<file path="config.mk">
export PLATFORM = sky130hd
export DESIGN_NAME = adcsc_top
export DESIGN_NICKNAME = d
export VERILOG_FILES = /design/src/adcsc_pkg.sv /design/src/adcsc_top.sv
export SDC_FILE = /design/constraint.sdc
export NUM_CORES = 1
export LEC_CHECK = 0
export BUFFER_PORTS_ARGS = -buffer_cell sky130_fd_sc_hd__buf_2
export CAP_MARGIN = 40
export CORE_ASPECT_RATIO = 0.7
export CORE_MARGIN = 2
export CORE_UTILIZATION = 50
export DETAILED_ROUTE_END_ITERATION = 12
export HOLD_SLACK_MARGIN = 0.02
export PLACE_DENSITY = 0.66
export SLEW_MARGIN = 0
export SYNTH_ARGS = -nofsm -noshare
export SYNTH_HDL_FRONTEND = slang
export SYNTH_HIERARCHICAL = 1
export SYNTH_SLANG_ARGS = --single-unit
</file>
<file path="constraint.sdc">
create_clock -name clock -period 9.9 [get_ports clock]
set_input_delay 2.475 -clock clock [delete_from_list [all_inputs] [get_ports clock]]
set_output_delay 2.475 -clock clock [all_outputs]
set_load 0.005 [all_outputs]
</file>
<file path="src/adcsc_pkg.sv">
// constants, types and timing figures of the serial conversion sequencer
// assumes a 100 MHz system clock; all pins arrive asynchronously
package adcsc_pkg;
  // synchroniser lanes
  localparam int ADCSC_NSYNC = 6;
  localparam int SY_CS = 0;
  localparam int SY_SCLK = 1;
  localparam int SY_DIN = 2;
  localparam int SY_SHUTDOWN_INPUT = 3;
  localparam int SY_COMP = 4;
  localparam int SY_OSC = 5;
  // control byte layout
  localparam int CTRL_BITS = 8;
  localparam int CB_SEL_HI = 6;
  localparam int CB_SEL_LO = 4;
  localparam int CB_POL = 3;
  localparam int CB_CFG = 2;
  localparam int CB_PD1 = 1;
  localparam int CB_PD0 = 0;
  localparam logic [3:0] RX_LAST = 4'h8;
  localparam logic [3:0] RX_ACQ_FIRST = 4'h5;
  localparam logic [3:0] RX_ONE = 4'h1;
  // mode bits
  localparam logic [1:0] MODE_EXT = 2'h3;
  localparam logic [1:0] MODE_INT = 2'h2;
  localparam logic [1:0] MODE_FAST_PD = 2'h1;
  localparam logic [1:0] MODE_FULL_PD = 2'h0;
  // result framing, counted in serial clock falls or conversion clocks
  localparam int RES_BITS = 12;
  localparam logic [4:0] EXT_RES_LAST = 5'h0c;
  localparam logic [4:0] EXT_B3_FALL = 5'h09;
  localparam logic [4:0] EXT_FALL_LAST = 5'h0f;
  localparam logic [4:0] RD_B3_FALL = 5'h08;
  localparam logic [4:0] RD_LAST = 5'h0b;
  localparam logic [4:0] SAR_LAST = 5'h0b;
  localparam logic [4:0] CNT_ONE = 5'h01;
  // power-on wait
  localparam int CLK_FREQ_MHZ = 100;
  localparam int POR_TIME_US = 100;
  localparam int POR_CYCLES = POR_TIME_US * CLK_FREQ_MHZ;
  // result buffer
  localparam int FIFO_DEPTH = 32;
  typedef enum logic [1:0] {ST_HUNT, ST_EXT, ST_INT, ST_READ} adcsc_state_t;
endpackage

</file>
<file path="src/adcsc_top.sv">
// serial command decoder and conversion sequencer with result fifo
// assumes all pins asynchronous; the serial clock is far slower than clock
// What this block and its host must do
// [RULE1] shift din on sclk rise while cs low
// [RULE2] skip leading zeros; first one starts byte
// [RULE3] conversion starts on fall after eighth bit
// [RULE4] dout changes on sclk falls only; strobe also on cs fall and internal conversion end
// [RULE5] result out msb first on falls
// [RULE6] external: strobe one period, 12 decisions follow
// [RULE7] frame: zero, twelve bits, three zeros
// [RULE8] external: tristate on cs high, low after fall
// [RULE9] host picks internal mode for slow clocks
// [RULE10] internal: strobe low while converting, then high
// [RULE11] internal: result held, msb on next fall
// [RULE12] cs high blocks input, tristates dout and, in external mode, the strobe
// [RULE13] start accepted idle or after bit three
// [RULE14] early start after cs fall aborts conversion
// [RULE15] host clocks sixteen zeros to resynchronise
// [RULE16] sampling during last three bits; mode bits
// [RULE17] power-on internal mode, strobe high, wait
// [RULE18] host uses clock polarity and phase zero
// [RULE19] host sends control byte then two zero bytes
// [RULE20] host keeps clock and transaction time limits
// [RULE21] internal compensation needs external mode, slow clock
// [RULE22] fast internal-mode shifting keeps acquisition time
// [RULE23] control byte fields decoded msb first
// [RULE24] mode bits select clock or power-down
// [RULE25] power-down after conversion; start bit wakes (code wakes at the fall after the eighth bit)
// [RULE26] shutdown low stops everything at once
// [RULE27] decisions from comparator, one per clock
// [RULE28] back to hunting after last result bit
`timescale 1ns/100ps

module adcsc_fifo #(
  parameter int WIDTH = 12,
  parameter int DEPTH = 32
) (
  // clock and reset
  input wire logic clock,
  input wire logic srst,
  // fill side
  input wire logic in_valid,
  input wire logic [WIDTH-1:0] in_data,
  output logic in_ready,
  // drain side
  output logic out_valid,
  output logic [WIDTH-1:0] out_data,
  input wire logic out_ready
);
  localparam int AW = $clog2(DEPTH);
  logic [WIDTH-1:0] mem_reg [DEPTH];
  logic [WIDTH-1:0] mem_next [DEPTH];
  logic [AW-1:0] wr_reg, wr_next, rd_reg, rd_next;
  logic [AW:0] cnt_reg, cnt_next;
  logic ov_reg, ov_next;
  logic [WIDTH-1:0] od_reg, od_next;
  logic push, pop;

  // the output stage holds a word too, so it counts toward full
  assign in_ready = ((AW+1)'(cnt_reg + ov_reg) != (AW+1)'(DEPTH));
  assign out_valid = ov_reg;
  assign out_data = od_reg;

  always_comb begin
    mem_next = mem_reg;
    wr_next = wr_reg;
    rd_next = rd_reg;
    ov_next = ov_reg;
    od_next = od_reg;
    push = in_valid && in_ready;
    pop = (!ov_reg || out_ready) && (cnt_reg != '0);
    if (push) begin
      mem_next[wr_reg] = in_data;
      wr_next = AW'(wr_reg + 1'b1);
    end
    if (out_ready) begin
      ov_next = 1'b0;
    end
    if (pop) begin
      od_next = mem_reg[rd_reg];
      ov_next = 1'b1;
      rd_next = AW'(rd_reg + 1'b1);
    end
    cnt_next = (AW+1)'(cnt_reg + push - pop);
  end

  always_ff @(posedge clock) begin
    mem_reg <= mem_next;
    od_reg <= od_next;
    if (srst) begin
      wr_reg <= '0;
      rd_reg <= '0;
      cnt_reg <= '0;
      ov_reg <= 1'b0;
    end else begin
      wr_reg <= wr_next;
      rd_reg <= rd_next;
      cnt_reg <= cnt_next;
      ov_reg <= ov_next;
    end
  end
endmodule // adcsc_fifo

module adcsc_top import adcsc_pkg::*; #(
  parameter int POR_WAIT = POR_CYCLES,
  parameter int DEPTH = FIFO_DEPTH
) (
  // clock and reset
  input wire logic clock,
  input wire logic srst,
  // serial pins
  input wire logic cs_n,
  input wire logic sclk,
  input wire logic din,
  output logic dout,
  output logic dout_oe,
  output logic conversion_strobe_out,
  output logic conversion_strobe_oe,
  // converter pins
  input wire logic shutdown_input_n,
  input wire logic comparator_in,
  input wire logic osc_in,
  // status
  output logic [2:0] channel_select,
  output logic polarity_select,
  output logic input_config_select,
  output logic ext_clock_mode,
  output logic quick_power_down,
  output logic complete_power_down,
  output logic acquisition_active,
  output logic converting,
  // result stream
  output logic result_valid,
  output logic [RES_BITS-1:0] result_data,
  input wire logic result_ready
);
  // three-stage synchronisers, stages two and three must agree
  logic [ADCSC_NSYNC-1:0] pin_in, s1_reg, s2_reg, s3_reg, flt_reg, flt_next, prv_reg;
  assign pin_in = {osc_in, comparator_in, shutdown_input_n, din, sclk, cs_n};

  genvar g;
  generate
    for (g = 0; g < ADCSC_NSYNC; g++) begin : g_sync
      always_comb begin
        flt_next[g] = (s2_reg[g] == s3_reg[g]) ? s3_reg[g] : flt_reg[g];
      end
    end
  endgenerate

  always_ff @(posedge clock) begin
    s1_reg <= pin_in;
    s2_reg <= s1_reg;
    s3_reg <= s2_reg;
    if (srst) begin
      // idle pin levels, so no false edge or shutdown follows reset
      flt_reg <= '0;
      flt_reg[SY_CS] <= 1'b1;
      flt_reg[SY_SHUTDOWN_INPUT] <= 1'b1;
      prv_reg <= '0;
      prv_reg[SY_CS] <= 1'b1;
      prv_reg[SY_SHUTDOWN_INPUT] <= 1'b1;
    end else begin
      flt_reg <= flt_next;
      prv_reg <= flt_reg;
    end
  end

  logic cs_low, cs_fall, rise, fall, din_s, shutdown_input_ok, comp_s, osc_rise;
  assign cs_low = !flt_reg[SY_CS];
  assign cs_fall = prv_reg[SY_CS] && !flt_reg[SY_CS];
  assign rise = !prv_reg[SY_SCLK] && flt_reg[SY_SCLK];
  assign fall = prv_reg[SY_SCLK] && !flt_reg[SY_SCLK];
  assign din_s = flt_reg[SY_DIN];
  assign shutdown_input_ok = flt_reg[SY_SHUTDOWN_INPUT];
  assign comp_s = flt_reg[SY_COMP];
  assign osc_rise = !prv_reg[SY_OSC] && flt_reg[SY_OSC];

  // sequencer state
  adcsc_state_t st_reg, st_next;
  logic rx_act_reg, rx_act_next, pend_reg, pend_next;
  logic [3:0] rx_cnt_reg, rx_cnt_next;
  logic [CTRL_BITS-1:0] rx_sh_reg, rx_sh_next, cb_reg, cb_next;
  logic [4:0] cnt_reg, cnt_next;
  logic [RES_BITS-1:0] res_reg, res_next;
  logic ext_reg, ext_next, pdreq_reg, pdreq_next, pdf_reg, pdf_next;
  logic pd_reg, pd_next, full_reg, full_next;
  logic csf_reg, csf_next, b3_reg, b3_next;
  logic dout_reg, dout_next, doe_reg, doe_next, stb_reg, stb_next, soe_reg, soe_next;
  logic acq_reg, acq_next, push_reg, push_next;
  logic qpd_reg, qpd_next, cpd_reg, cpd_next, conv_reg, conv_next;
  logic [RES_BITS-1:0] pdat_reg, pdat_next;
  logic [31:0] por_reg, por_next;
  logic por_done, fifo_ready, accept;

  // a full buffer holds off new conversions rather than dropping a result
  assign por_done = (por_reg == 32'(POR_WAIT));
  assign accept = por_done && shutdown_input_ok && fifo_ready &&
                  (st_reg == ST_HUNT || b3_reg || csf_reg); // see [RULE13] see [RULE14]

  always_comb begin
    st_next = st_reg;
    rx_act_next = rx_act_reg;
    pend_next = pend_reg;
    rx_cnt_next = rx_cnt_reg;
    rx_sh_next = rx_sh_reg;
    cb_next = cb_reg;
    cnt_next = cnt_reg;
    res_next = res_reg;
    ext_next = ext_reg;
    pdreq_next = pdreq_reg;
    pdf_next = pdf_reg;
    pd_next = pd_reg;
    full_next = full_reg;
    csf_next = csf_reg;
    b3_next = b3_reg;
    dout_next = dout_reg;
    stb_next = stb_reg;
    push_next = 1'b0;
    pdat_next = pdat_reg;
    por_next = por_done ? por_reg : por_reg + 32'h1; // see [RULE17]
    if (cs_fall) begin
      csf_next = 1'b1;
      if (ext_reg) begin
        stb_next = 1'b0; // see [RULE8]
      end
    end
    // control byte receiver; cs high blocks input
    if (rise && cs_low) begin // see [RULE1] see [RULE12]
      if (!rx_act_reg) begin
        if (din_s && accept) begin // see [RULE2]
          rx_act_next = 1'b1;
          rx_sh_next = {{(CTRL_BITS-1){1'b0}}, 1'b1};
          rx_cnt_next = RX_ONE;
        end
      end else begin
        rx_sh_next = {rx_sh_reg[CTRL_BITS-2:0], din_s};
        rx_cnt_next = 4'(rx_cnt_reg + 1'b1);
        if (4'(rx_cnt_reg + 1'b1) == RX_LAST) begin
          rx_act_next = 1'b0;
          pend_next = 1'b1;
          cb_next = {rx_sh_reg[CTRL_BITS-2:0], din_s};
        end
      end
    end
    if (fall && pend_reg) begin // see [RULE3] see [RULE14]
      pend_next = 1'b0;
      csf_next = cs_fall; // a select falling now still counts
      b3_next = 1'b0;
      cnt_next = '0;
      res_next = '0;
      pd_next = 1'b0; // see [RULE25]
      full_next = 1'b0;
      pdreq_next = !cb_reg[CB_PD1]; // see [RULE24]
      pdf_next = (cb_reg[CB_PD1:CB_PD0] == MODE_FAST_PD);
      // power-down codes keep the last clock mode for this conversion
      if (cb_reg[CB_PD1:CB_PD0] == MODE_EXT || cb_reg[CB_PD1:CB_PD0] == MODE_INT) begin
        ext_next = cb_reg[CB_PD0]; // see [RULE16]
      end
      if ((cb_reg[CB_PD1:CB_PD0] == MODE_EXT) ||
          (!cb_reg[CB_PD1] && ext_reg)) begin
        st_next = ST_EXT;
        stb_next = 1'b1; // see [RULE6]
        dout_next = 1'b0; // see [RULE7]
      end else begin
        st_next = ST_INT;
        stb_next = 1'b0; // see [RULE10]
        dout_next = 1'b0;
      end
    end else begin
      unique case (st_reg)
        ST_HUNT: begin
          if (fall) begin
            dout_next = 1'b0; // see [RULE17]
          end
        end
        ST_EXT: begin
          if (fall) begin // see [RULE4]
            cnt_next = 5'(cnt_reg + 1'b1);
            stb_next = 1'b0;
            if (cnt_reg < EXT_RES_LAST) begin
              dout_next = comp_s; // see [RULE27] see [RULE5] see [RULE6]
              res_next = {res_reg[RES_BITS-2:0], comp_s};
            end else begin
              dout_next = 1'b0; // see [RULE7]
            end
            if (5'(cnt_reg + 1'b1) == EXT_B3_FALL) begin
              b3_next = 1'b1;
            end
            if (5'(cnt_reg + 1'b1) == EXT_RES_LAST) begin
              push_next = 1'b1;
              pdat_next = {res_reg[RES_BITS-2:0], comp_s};
              pd_next = pdreq_reg;
              full_next = pdreq_reg && !pdf_reg;
            end
            if (5'(cnt_reg + 1'b1) == EXT_FALL_LAST) begin
              st_next = ST_HUNT; // see [RULE28]
            end
          end
        end
        ST_INT: begin
          // own conversion clock; cs high does not disturb it
          if (osc_rise) begin // see [RULE27] see [RULE12]
            res_next = {res_reg[RES_BITS-2:0], comp_s};
            cnt_next = 5'(cnt_reg + 1'b1);
            if (cnt_reg == SAR_LAST) begin
              st_next = ST_READ;
              cnt_next = '0;
              stb_next = 1'b1; // see [RULE10]
              push_next = 1'b1;
              pdat_next = {res_reg[RES_BITS-2:0], comp_s};
              pd_next = pdreq_reg; // see [RULE25]
              full_next = pdreq_reg && !pdf_reg;
            end
          end
        end
        ST_READ: begin
          if (fall) begin // see [RULE11] see [RULE5]
            dout_next = res_reg[RES_BITS-1];
            res_next = {res_reg[RES_BITS-2:0], 1'b0};
            cnt_next = 5'(cnt_reg + 1'b1);
            if (cnt_reg == RD_B3_FALL) begin
              b3_next = 1'b1;
            end
            if (cnt_reg == RD_LAST) begin
              st_next = ST_HUNT; // see [RULE28]
            end
          end
        end
      endcase
    end
    // the pin stops a conversion outright, no result is kept
    if (!shutdown_input_ok) begin // see [RULE26]
      st_next = ST_HUNT;
      rx_act_next = 1'b0;
      pend_next = 1'b0;
      pd_next = 1'b1;
      full_next = 1'b1;
      push_next = 1'b0;
    end
    acq_next = rx_act_next && (rx_cnt_next >= RX_ACQ_FIRST); // see [RULE16]
    qpd_next = pd_next && !full_next; // see [RULE25]
    cpd_next = pd_next && full_next; // see [RULE26]
    conv_next = (st_next == ST_EXT) || (st_next == ST_INT);
    doe_next = cs_low; // see [RULE12]
    soe_next = ext_next ? cs_low : 1'b1; // see [RULE8] see [RULE12]
  end

  always_ff @(posedge clock) begin
    if (srst) begin
      st_reg <= ST_HUNT;
      rx_act_reg <= 1'b0;
      pend_reg <= 1'b0;
      rx_cnt_reg <= '0;
      rx_sh_reg <= '0;
      cb_reg <= '0;
      cnt_reg <= '0;
      res_reg <= '0;
      ext_reg <= 1'b0; // see [RULE17]
      pdreq_reg <= 1'b0;
      pdf_reg <= 1'b0;
      pd_reg <= 1'b0;
      full_reg <= 1'b0;
      csf_reg <= 1'b0;
      b3_reg <= 1'b0;
      dout_reg <= 1'b0;
      doe_reg <= 1'b0;
      stb_reg <= 1'b1; // see [RULE17]
      soe_reg <= 1'b1;
      acq_reg <= 1'b0;
      qpd_reg <= 1'b0;
      cpd_reg <= 1'b0;
      conv_reg <= 1'b0;
      push_reg <= 1'b0;
      pdat_reg <= '0;
      por_reg <= '0;
    end else begin
      st_reg <= st_next;
      rx_act_reg <= rx_act_next;
      pend_reg <= pend_next;
      rx_cnt_reg <= rx_cnt_next;
      rx_sh_reg <= rx_sh_next;
      cb_reg <= cb_next;
      cnt_reg <= cnt_next;
      res_reg <= res_next;
      ext_reg <= ext_next;
      pdreq_reg <= pdreq_next;
      pdf_reg <= pdf_next;
      pd_reg <= pd_next;
      full_reg <= full_next;
      csf_reg <= csf_next;
      b3_reg <= b3_next;
      dout_reg <= dout_next;
      doe_reg <= doe_next;
      stb_reg <= stb_next;
      soe_reg <= soe_next;
      acq_reg <= acq_next;
      qpd_reg <= qpd_next;
      cpd_reg <= cpd_next;
      conv_reg <= conv_next;
      push_reg <= push_next;
      pdat_reg <= pdat_next;
      por_reg <= por_next;
    end
  end

  adcsc_fifo #(.WIDTH(RES_BITS), .DEPTH(DEPTH)) u_fifo (
    .clock(clock),
    .srst(srst),
    .in_valid(push_reg),
    .in_data(pdat_reg),
    .in_ready(fifo_ready),
    .out_valid(result_valid),
    .out_data(result_data),
    .out_ready(result_ready)
  );

  assign dout = dout_reg;
  assign dout_oe = doe_reg;
  assign conversion_strobe_out = stb_reg;
  assign conversion_strobe_oe = soe_reg;
  assign channel_select = cb_reg[CB_SEL_HI:CB_SEL_LO]; // see [RULE23]
  assign polarity_select = cb_reg[CB_POL];
  assign input_config_select = cb_reg[CB_CFG];
  assign ext_clock_mode = ext_reg;
  assign quick_power_down = qpd_reg;
  assign complete_power_down = cpd_reg;
  assign acquisition_active = acq_reg;
  assign converting = conv_reg;
endmodule // adcsc_top

</file>
==> Yosys cells after proc, flatten, opt, wreduce, memory -nomap -nowiden <==
Cells that the tools add are included.
{ "word_totals": {"mem_count": 0, "ff_bits": 541, "out_inout_bits": 27, "latchBits": 0, "romBits": 0, "ramBits": 0, "wordCells": 259, "inputBits": 9} }
{ "op_classes": {"order_cmp": 5, "addsub": 8, "n_mux": 83, "n_mul": 0, "n_div": 0, "eq_ne": 32, "bitwise_logic": 5, "reduce_logical": 53, "shifts": 0} }
{ "op_table": {"columns": ["operator", "n"], "rows": [
  ["384-bit bitwise mux", 1],
  ["12-bit two-way mux", 11],
  ["12-bit binary-select mux with 5-bit select", 1],
  ["12-bit demux with 5-bit select", 1],
  ["1-bit two-way mux", 42],
  ["12-bit one-hot mux with 3 select lines", 1],
  ["32-bit by 1-bit adder with 32-bit output, second input constant", 1],
  ["32-bit by 14-bit == test with 1-bit output, second input constant", 1],
  ["5-bit by 4-bit == test with 1-bit output, second input constant", 5],
  ["12-bit one-hot mux with 2 select lines", 1],
  ["1-bit logical AND", 18],
  ["2-bit two-way mux", 9],
  ["2-bit != test, second input constant", 9],
  ["5-bit by 1-bit adder with 5-bit output, second input constant", 3],
  ["5-bit two-way mux", 3],
  ["6-bit by 1-bit adder with 6-bit output", 2],
  ["6-bit >= comparator, second input constant", 2],
  ["4-bit two-way mux", 3],
  ["6-bit two-way mux", 2],
  ["5-bit inverter with 6-bit output", 2],
  ["2-bit nonzero test", 6],
  ["2-bit == test, second input constant", 5],
  ["1-bit one-hot mux with 2 select lines", 5],
  ["5-bit one-hot mux with 2 select lines", 1],
  ["other kinds (25)", 51]
]} }

==> Logic depth before layout (Yosys ltp) <==
Gate-level depths: netlist of run 1.
{ "depth": {"depth_word": 10, "depth_mapped": 16, "depth_no_buf": 16} }

==> Cells and area by module <==
Netlist of run 1, hierarchy kept.
{ "by_module_without_submodules": {"columns": ["mod", "cells_each", "n_inst", "area_each_um2", "seq_area_each_um2"], "rows": [
  ["adcsc_fifo", 827, 1, 16313.1, 12231.7],
  ["adcsc_top", 549, 1, 5111.2, 2502.4]
]} }

==> Worst setup path after synthesis of run 1 <==
Ideal clock, no wire load.
{ "synth_timing": {"kind": "in2reg", "start": "input result_ready", "end": "register u_fifo.cnt_reg[4]", "arrival_time_ns": 4.608, "n_path_buf": 1, "stages": 13, "setup_ns": 0.128, "required_ns": 9.772, "setup_slack_ns": 5.164, "cell_sequence": "nand2b_1 nor2b_1 clkbuf_1 ha_1 inv_1 ha_1 inv_1 fa_1 inv_1 a21oi_1 o21bai_1 xnor2_1 nor2_1"} }
{ "synth_between": {"elab_chain_cells": 3} }
{ "synth_rtl": {"columns": ["element", "line_no", "rtl"], "rows": [
  ["from (decl)", "adcsc_top.sv:135", "input wire logic result_ready"],
  ["1-bit logical OR", "adcsc_top.sv:71", "pop = (!ov_reg || out_ready) && (cnt_reg != '0);"],
  ["1-bit logical AND", "adcsc_top.sv:71", null],
  ["6-bit by 1-bit subtractor with 6-bit output", "adcsc_top.sv:84", "cnt_next = (AW+1)'(cnt_reg + push - pop);"],
  ["to (signal assigned)", "adcsc_top.sv:98", "cnt_reg <= cnt_next;"],
  ["to (decl)", "adcsc_top.sv:54", "logic [AW:0] cnt_reg, cnt_next;"]
]} }
Every way passes these cells.
A chain may end at the register's enable or synchronous reset.

==> Final worst setup path of run 1 <==
Ends and elaborated chain as after synthesis.

==> results of run 1 <==
worst max-delay path, cell delays in order:
cell and delay [ns]:
buf_2 0.07, nand2b_1 0.10, nor2b_2 0.40, buf_16 0.21, ha_1 0.25, inv_1 0.06
ha_1 0.15, inv_1 0.05, fa_1 0.39, inv_1 0.07, a21oi_1 0.05, o21bai_1 0.15
xnor2_1 0.14, nor2_1 0.06
cell type report:
cell class | count | area, sq um
multi-input combinational | 741 | 6210
antenna | 1 | 2.50
timing repair buffer | 93 | 709
inverter | 29 | 109
fill | 3243 | 18300
tap | 552 | 691
sequential | 538 | 14700
clock buffer | 65 | 1360
clock inverter | 25 | 239
synth_stat cells, types with 8 or more instances:
| master | instances |
|---|---|
| a2111oi_2 | 9 |
| a21oi_1 | 40 |
| nand2_1 | 39 |
| buf_2 | 9 |
| inv_1 | 27 |
| buf_6 | 8 |
| o221ai_1 | 12 |
| and3_1 | 9 |
| buf_4 | 9 |
| nor3_1 | 9 |
| a211oi_1 | 19 |
| nand4_1 | 12 |
| clkbuf_1 | 36 |
| ha_1 | 29 |
| nor4_1 | 8 |
| mux4_2 | 73 |
| nand3_1 | 26 |
| xor2_1 | 18 |
| xnor2_1 | 15 |
| mux2i_1 | 103 |
| a22oi_1 | 8 |
| nor2b_1 | 14 |
| edfxtp_1 | 396 |
| dfxtp_1 | 142 |
| nor2_1 | 162 |
| o22ai_1 | 13 |
| o21ai_0 | 22 |
cells by family after synthesis:
group,share of synthesized area [%]
flops,68.8
simple gates,7.66
mux,12.5
compound gates,5.59
buf+inv,2.30
xor+xnor,1.35
fa+ha+maj,1.79
worst max-delay path by stage:
stage / to / from
final: u_fifo/cnt_reg[4] / result_ready
after global routing: u_fifo/cnt_reg[4] / result_ready
after CTS: u_fifo/cnt_reg[4] / result_ready
after detailed placement: u_fifo/cnt_reg[4] / result_ready
after global placement: u_fifo/cnt_reg[4] / result_ready
after floorplan: u_fifo/cnt_reg[4] / result_ready
where the power goes:
group	internal [mW]	switching, mW	total, mW	leakage, nW
combinational	0.379	0.379	0.758	2.62
sequential	2.45	0.0656	2.52	4.84
clock	1.07	0.813	1.89	0.778
total	3.90	1.26	5.16	8.23
routing by layer:
| metal | track usage [%] | vias to the layer above | part of all wire, % |
|---|---|---|---|
| li1 | - | 5440 | - |
| met1 | 31.0 | 5868 | 48 |
| met2 | 30.3 | 291 | 44 |
| met3 | 3.62 | 62 | 6.5 |
| met4 | 4.54 | 0 | 1.6 |
| met5 | 0 | - | 0 |
metrics by stage:
step / power [mW] / utilization (%) / hold slack [ns]
finish: 5.16 / 56.9 / 0.327
detailed placement: 3.34 / 53.1 / 0.315
CTS: 5.21 / 56.8 / 0.330
global placement: 3.31 / 52.6 / 0.311
global route: 5.38 / 56.8 / 0.336
floorplan: 3.15 / - / 0.310
==> metrics.txt, run 1 <==
routed vias 11.7k; fin cells 2044; Clock Sinks 538; Skew-Pair Late Insertion Delay 0.59 ns; Fmax 240 MHz; synth top area cells edfxtp_1 (56%), dfxtp_1 (13%), mux4_2 (7.7%), mux2i_1 (4.8%), nor2_1 (2.8%); DRC Markers 0; core area 0.0423 sq mm; height of the die 177 um; leak pwr 8.23 nW; Async SR Flop Fraction 0%; run status completed; WHS Endpoint s2_reg[3]; Max-Cap Viols 0; drt total wl 43.9 mm; pre-CTS setup slack 5.14 ns; Post-DP Area 0.0225 sq mm; WP data required 10.36 ns; Seq/Total Area, Yosys 68.8%; R2R Path End u_fifo/out_data[10]; Layout area overhead 12.3%; remaining global-route overflow 0; Top FF cell, synth edfxtp_1; Post-Syn Nets 1415; Startpoint Class primary input; clk_skew 0.0200 ns; fin. max-slew vios 0; dominant cell type by area after synthesis edfxtp_1; r2r setup slk 5.90 ns; RD Place Congestion 0.799; Port Buffers 35; Cell variety after synth 71; vias in the first global route 11.5k; Tmin final 4.17 ns; CTS tree built; num rows 63; Nets 1492; CP endpoint kind flop; Crit Path Class primary input to flop; CTS max path bufs 3; Routed WL per cell 21.5 um; flops & latches, synth 538; share of the synthesized area in the top cell type 55.5%; layout cells sized above 1 18.2%; initial drt markers 1014; largest net degree at the start of global routing 82; Final Hold Vio Count 0; # IOs 36; Hold Crit Class flop to flop; final instance area 0.0241 sq mm; first-pass GRT wire length 68.1 mm; Clock transition at path regs 0.06 ns; Worst slew margin 37.1%; Via-to-Cell Ratio 5.70; number of flops mapped to enable cells by yosys 396; Worst IR Drop VDD 0.000169 V; htree depth 2; worst hold path stage count 0; period utilization 42.1%; worst path arrival time 4.63 ns; final setup fails 0; Mean Syn Cell Area 15.6 sq um; R2R Path Start u_fifo/rd_reg[0]; commonest non-fill, non-tap cell in the layout edfxtp_1; Slew @ Worst Pin 0.935 ns; RSZ-0062 raised after global routing false; Root Buffer clkbuf_16; die width 251 um; drt first pass iters 5; Mapped Cells 1376; r2r worst-path depth 7; Syn. warnings 6; Initial Util 50.6%; max FFs per register 384; HPWL Detailed 27.3 mm; synthesized cell area 0.0214 sq mm; Post-Place Cells 1952; Total GRT Usage 20.2%; Fin Setup TNS 0 ns; die area 0.0445 sq mm; Worst Path Max Fanout 14; CTS resizes 0; PD cells 215 mW/mm^2; initial antenna violation count 1; setup ws final 5.73 ns; # hold bufs at CTS 0; antenna-violating nets left 0; total CTS buffers 50; Worst Hold Launch s1_reg[3]; commonest non-fill, non-tap cells in the layout edfxtp_1 (396), nor2_1 (162), dfxtp_1 (138); post-CTS setup repair buffer count 0
No activity file was read; power rests on OpenSTA's default activity.
==> inputs of run 2 (changes only) <==
--- a/config.mk
+++ b/config.mk
@@ -12,7 +12,7 @@
 export CORE_UTILIZATION = 50
 export DETAILED_ROUTE_END_ITERATION = 12
 export HOLD_SLACK_MARGIN = 0.02
-export PLACE_DENSITY = 0.66
+export PLACE_DENSITY = 0.68
 export SLEW_MARGIN = 0
 export SYNTH_ARGS = -nofsm -noshare
 export SYNTH_HDL_FRONTEND = slang
==> constraint.sdc (replaced) <==
create_clock -name clock -period 3.5 [get_ports clock]
set_input_delay 0.875 -clock clock [delete_from_list [all_inputs] [get_ports clock]]
set_output_delay 0.875 -clock clock [all_outputs]
set_load 0.005 [all_outputs]
==> metrics.txt, run 2 (synthesis gave the netlist of run 1 again) <==
run status completed; largest net degree at the start of global routing 51; PD cells 616 mW/mm^2; CTS resizes 0; CTS max path bufs 3; Crit Path Class flop to flop; first-pass GRT wire length 70.8 mm; # hold bufs at CTS 0; Tmin final 3.32 ns; Layout area overhead 12.7%; Initial Util 50.6%; leak pwr 8.30 nW; multi-input logic area 0.00621 sq mm; Max-Cap Viols 0; register area 0.0147 sq mm; Slew @ Worst Pin 0.836 ns; total CTS buffers 50; clk_skew 0.0196 ns; Worst IR Drop VDD 0.000367 V; Via-to-Cell Ratio 5.89; commonest non-fill, non-tap cell in the layout edfxtp_1; num rows 63; Post-Place Cells 1958; switching power total 3.64 mW; diode count 0; antenna-violating nets left 0; routed vias 12.1k; HPWL Detailed 30.2 mm; Nets 1498; fin cells 2052; Skew-Pair Late Insertion Delay 0.57 ns; max FFs per register 384; Total GRT Usage 21.2%; WP data required 3.93 ns; Worst Path Max Fanout 4; Startpoint Class flop; DRC Markers 0; Fin Setup TNS 0 ns; Clock Sinks 538; CP endpoint kind flop; final setup fails 0; commonest non-fill, non-tap cells in the layout edfxtp_1 (396), nor2_1 (162), dfxtp_1 (139); Routed WL per cell 22.6 um; pre-CTS setup slack 0.112 ns; vias in the first global route 11.7k; initial drt markers 1199; die area 0.0445 sq mm; RSZ-0062 raised after global routing false; worst path arrival time 3.76 ns; Comb power frac 15.2%; initial antenna violation count 1; post-CTS setup repair buffer count 0; height of the die 177 um; layout cells sized above 1 18.8%; Clock transition at path regs 0.06 ns; # fillers 3194; Hold Crit Class flop to flop; Fmax 301 MHz; die width 251 um; setup ws final 0.178 ns; drt first pass iters 5; drt total wl 46.4 mm; Seq pwr share 48.1%; fin. max-slew vios 0; clock share of power 36.7%; Port Buffers 35; Final Hold Vio Count 0; # IOs 36; Root Buffer clkbuf_16; core area 0.0423 sq mm; Worst slew margin 43.7%; htree depth 2; Sw Share 24.5%; remaining global-route overflow 0; RD Place Congestion 0.841; CTS tree built; internal power 11.2 mW; period utilization 94.9%
==> run 2: changes by cell type in the layout (fill, tap and decap cells not counted), moves of 4 or more <==
cell | previous run | this run
buf_12 | 0 | 4
clkinv_1 | 11 | 6
buf_16 | 4 | 0
clkinv_2 | 5 | 9
buf_6 | 1 | 5
==> run 2: worst max-delay path, cell delays in order, from the launching register on <==
cell,delay (ns)
dfxtp_1,0.34
ha_1,0.24
ha_1,0.22
or3_1,0.35
a311o_1,0.36
o21a_1,0.24
inv_2,0.09
ha_1,0.23
inv_1,0.06
ha_1,0.16
inv_1,0.06
fa_2,0.35
inv_1,0.07
a21oi_1,0.06
o21bai_1,0.17
xnor2_1,0.13
nor2_1,0.05
==> run 2: path summary, 6_finish.rpt <==
kind | from | slack [ns] | depth (start not counted) | to
setup / recovery | u_fifo/cnt_reg[0] | 0.18 | 16 | u_fifo/cnt_reg[4]
hold reg to reg | s1_reg[1] | 0.33 | 0 | s2_reg[1]
hold / removal | s1_reg[1] | 0.33 | 0 | s2_reg[1]
setup reg to reg | u_fifo/cnt_reg[0] | 0.18 | 16 | u_fifo/cnt_reg[4]
==> run 2: power by group through the flow <==
stage	logic (mW)	clock network, mW	registers (mW)
after global placement	2.22	0	7.29
after CTS	2.26	5.55	7.16
after detailed placement	2.26	0	7.30
final	2.26	5.45	7.16
after floorplan	1.76	0	7.15
after global routing	2.43	5.81	7.18
==> run 2: through the flow <==
| step | hold slack [ns] | util (%) | cell area [sq um] | power [mW] |
|---|---|---|---|---|
| finish | 0.328 | 57.0 | 24100 | 14.9 |
| global route | 0.334 | 57.0 | 24100 | 15.4 |
| CTS | 0.328 | 57.0 | 24100 | 15.0 |
| detailed placement | 0.314 | 53.1 | 22500 | 9.55 |
| global placement | 0.311 | 52.7 | 22300 | 9.51 |
| floorplan | 0.310 | - | 21400 | 8.91 |
==> run 2: layout make-up <==
class | count | share of cell area [%]
clock inverter | 21 | 0.938
sequential | 538 | 61.0
inverter | 29 | 0.451
tap | 552 | 2.86
multi-input combinational | 741 | 25.7
clock buffer | 72 | 5.92
timing repair buffer | 99 | 3.06
==> run 2: per-layer routing <==
layer,track usage (%),wire length [um]
met1,32.4,21300
met2,31.1,20200
met3,5.07,4320
met4,4.22,630
met5,0,0
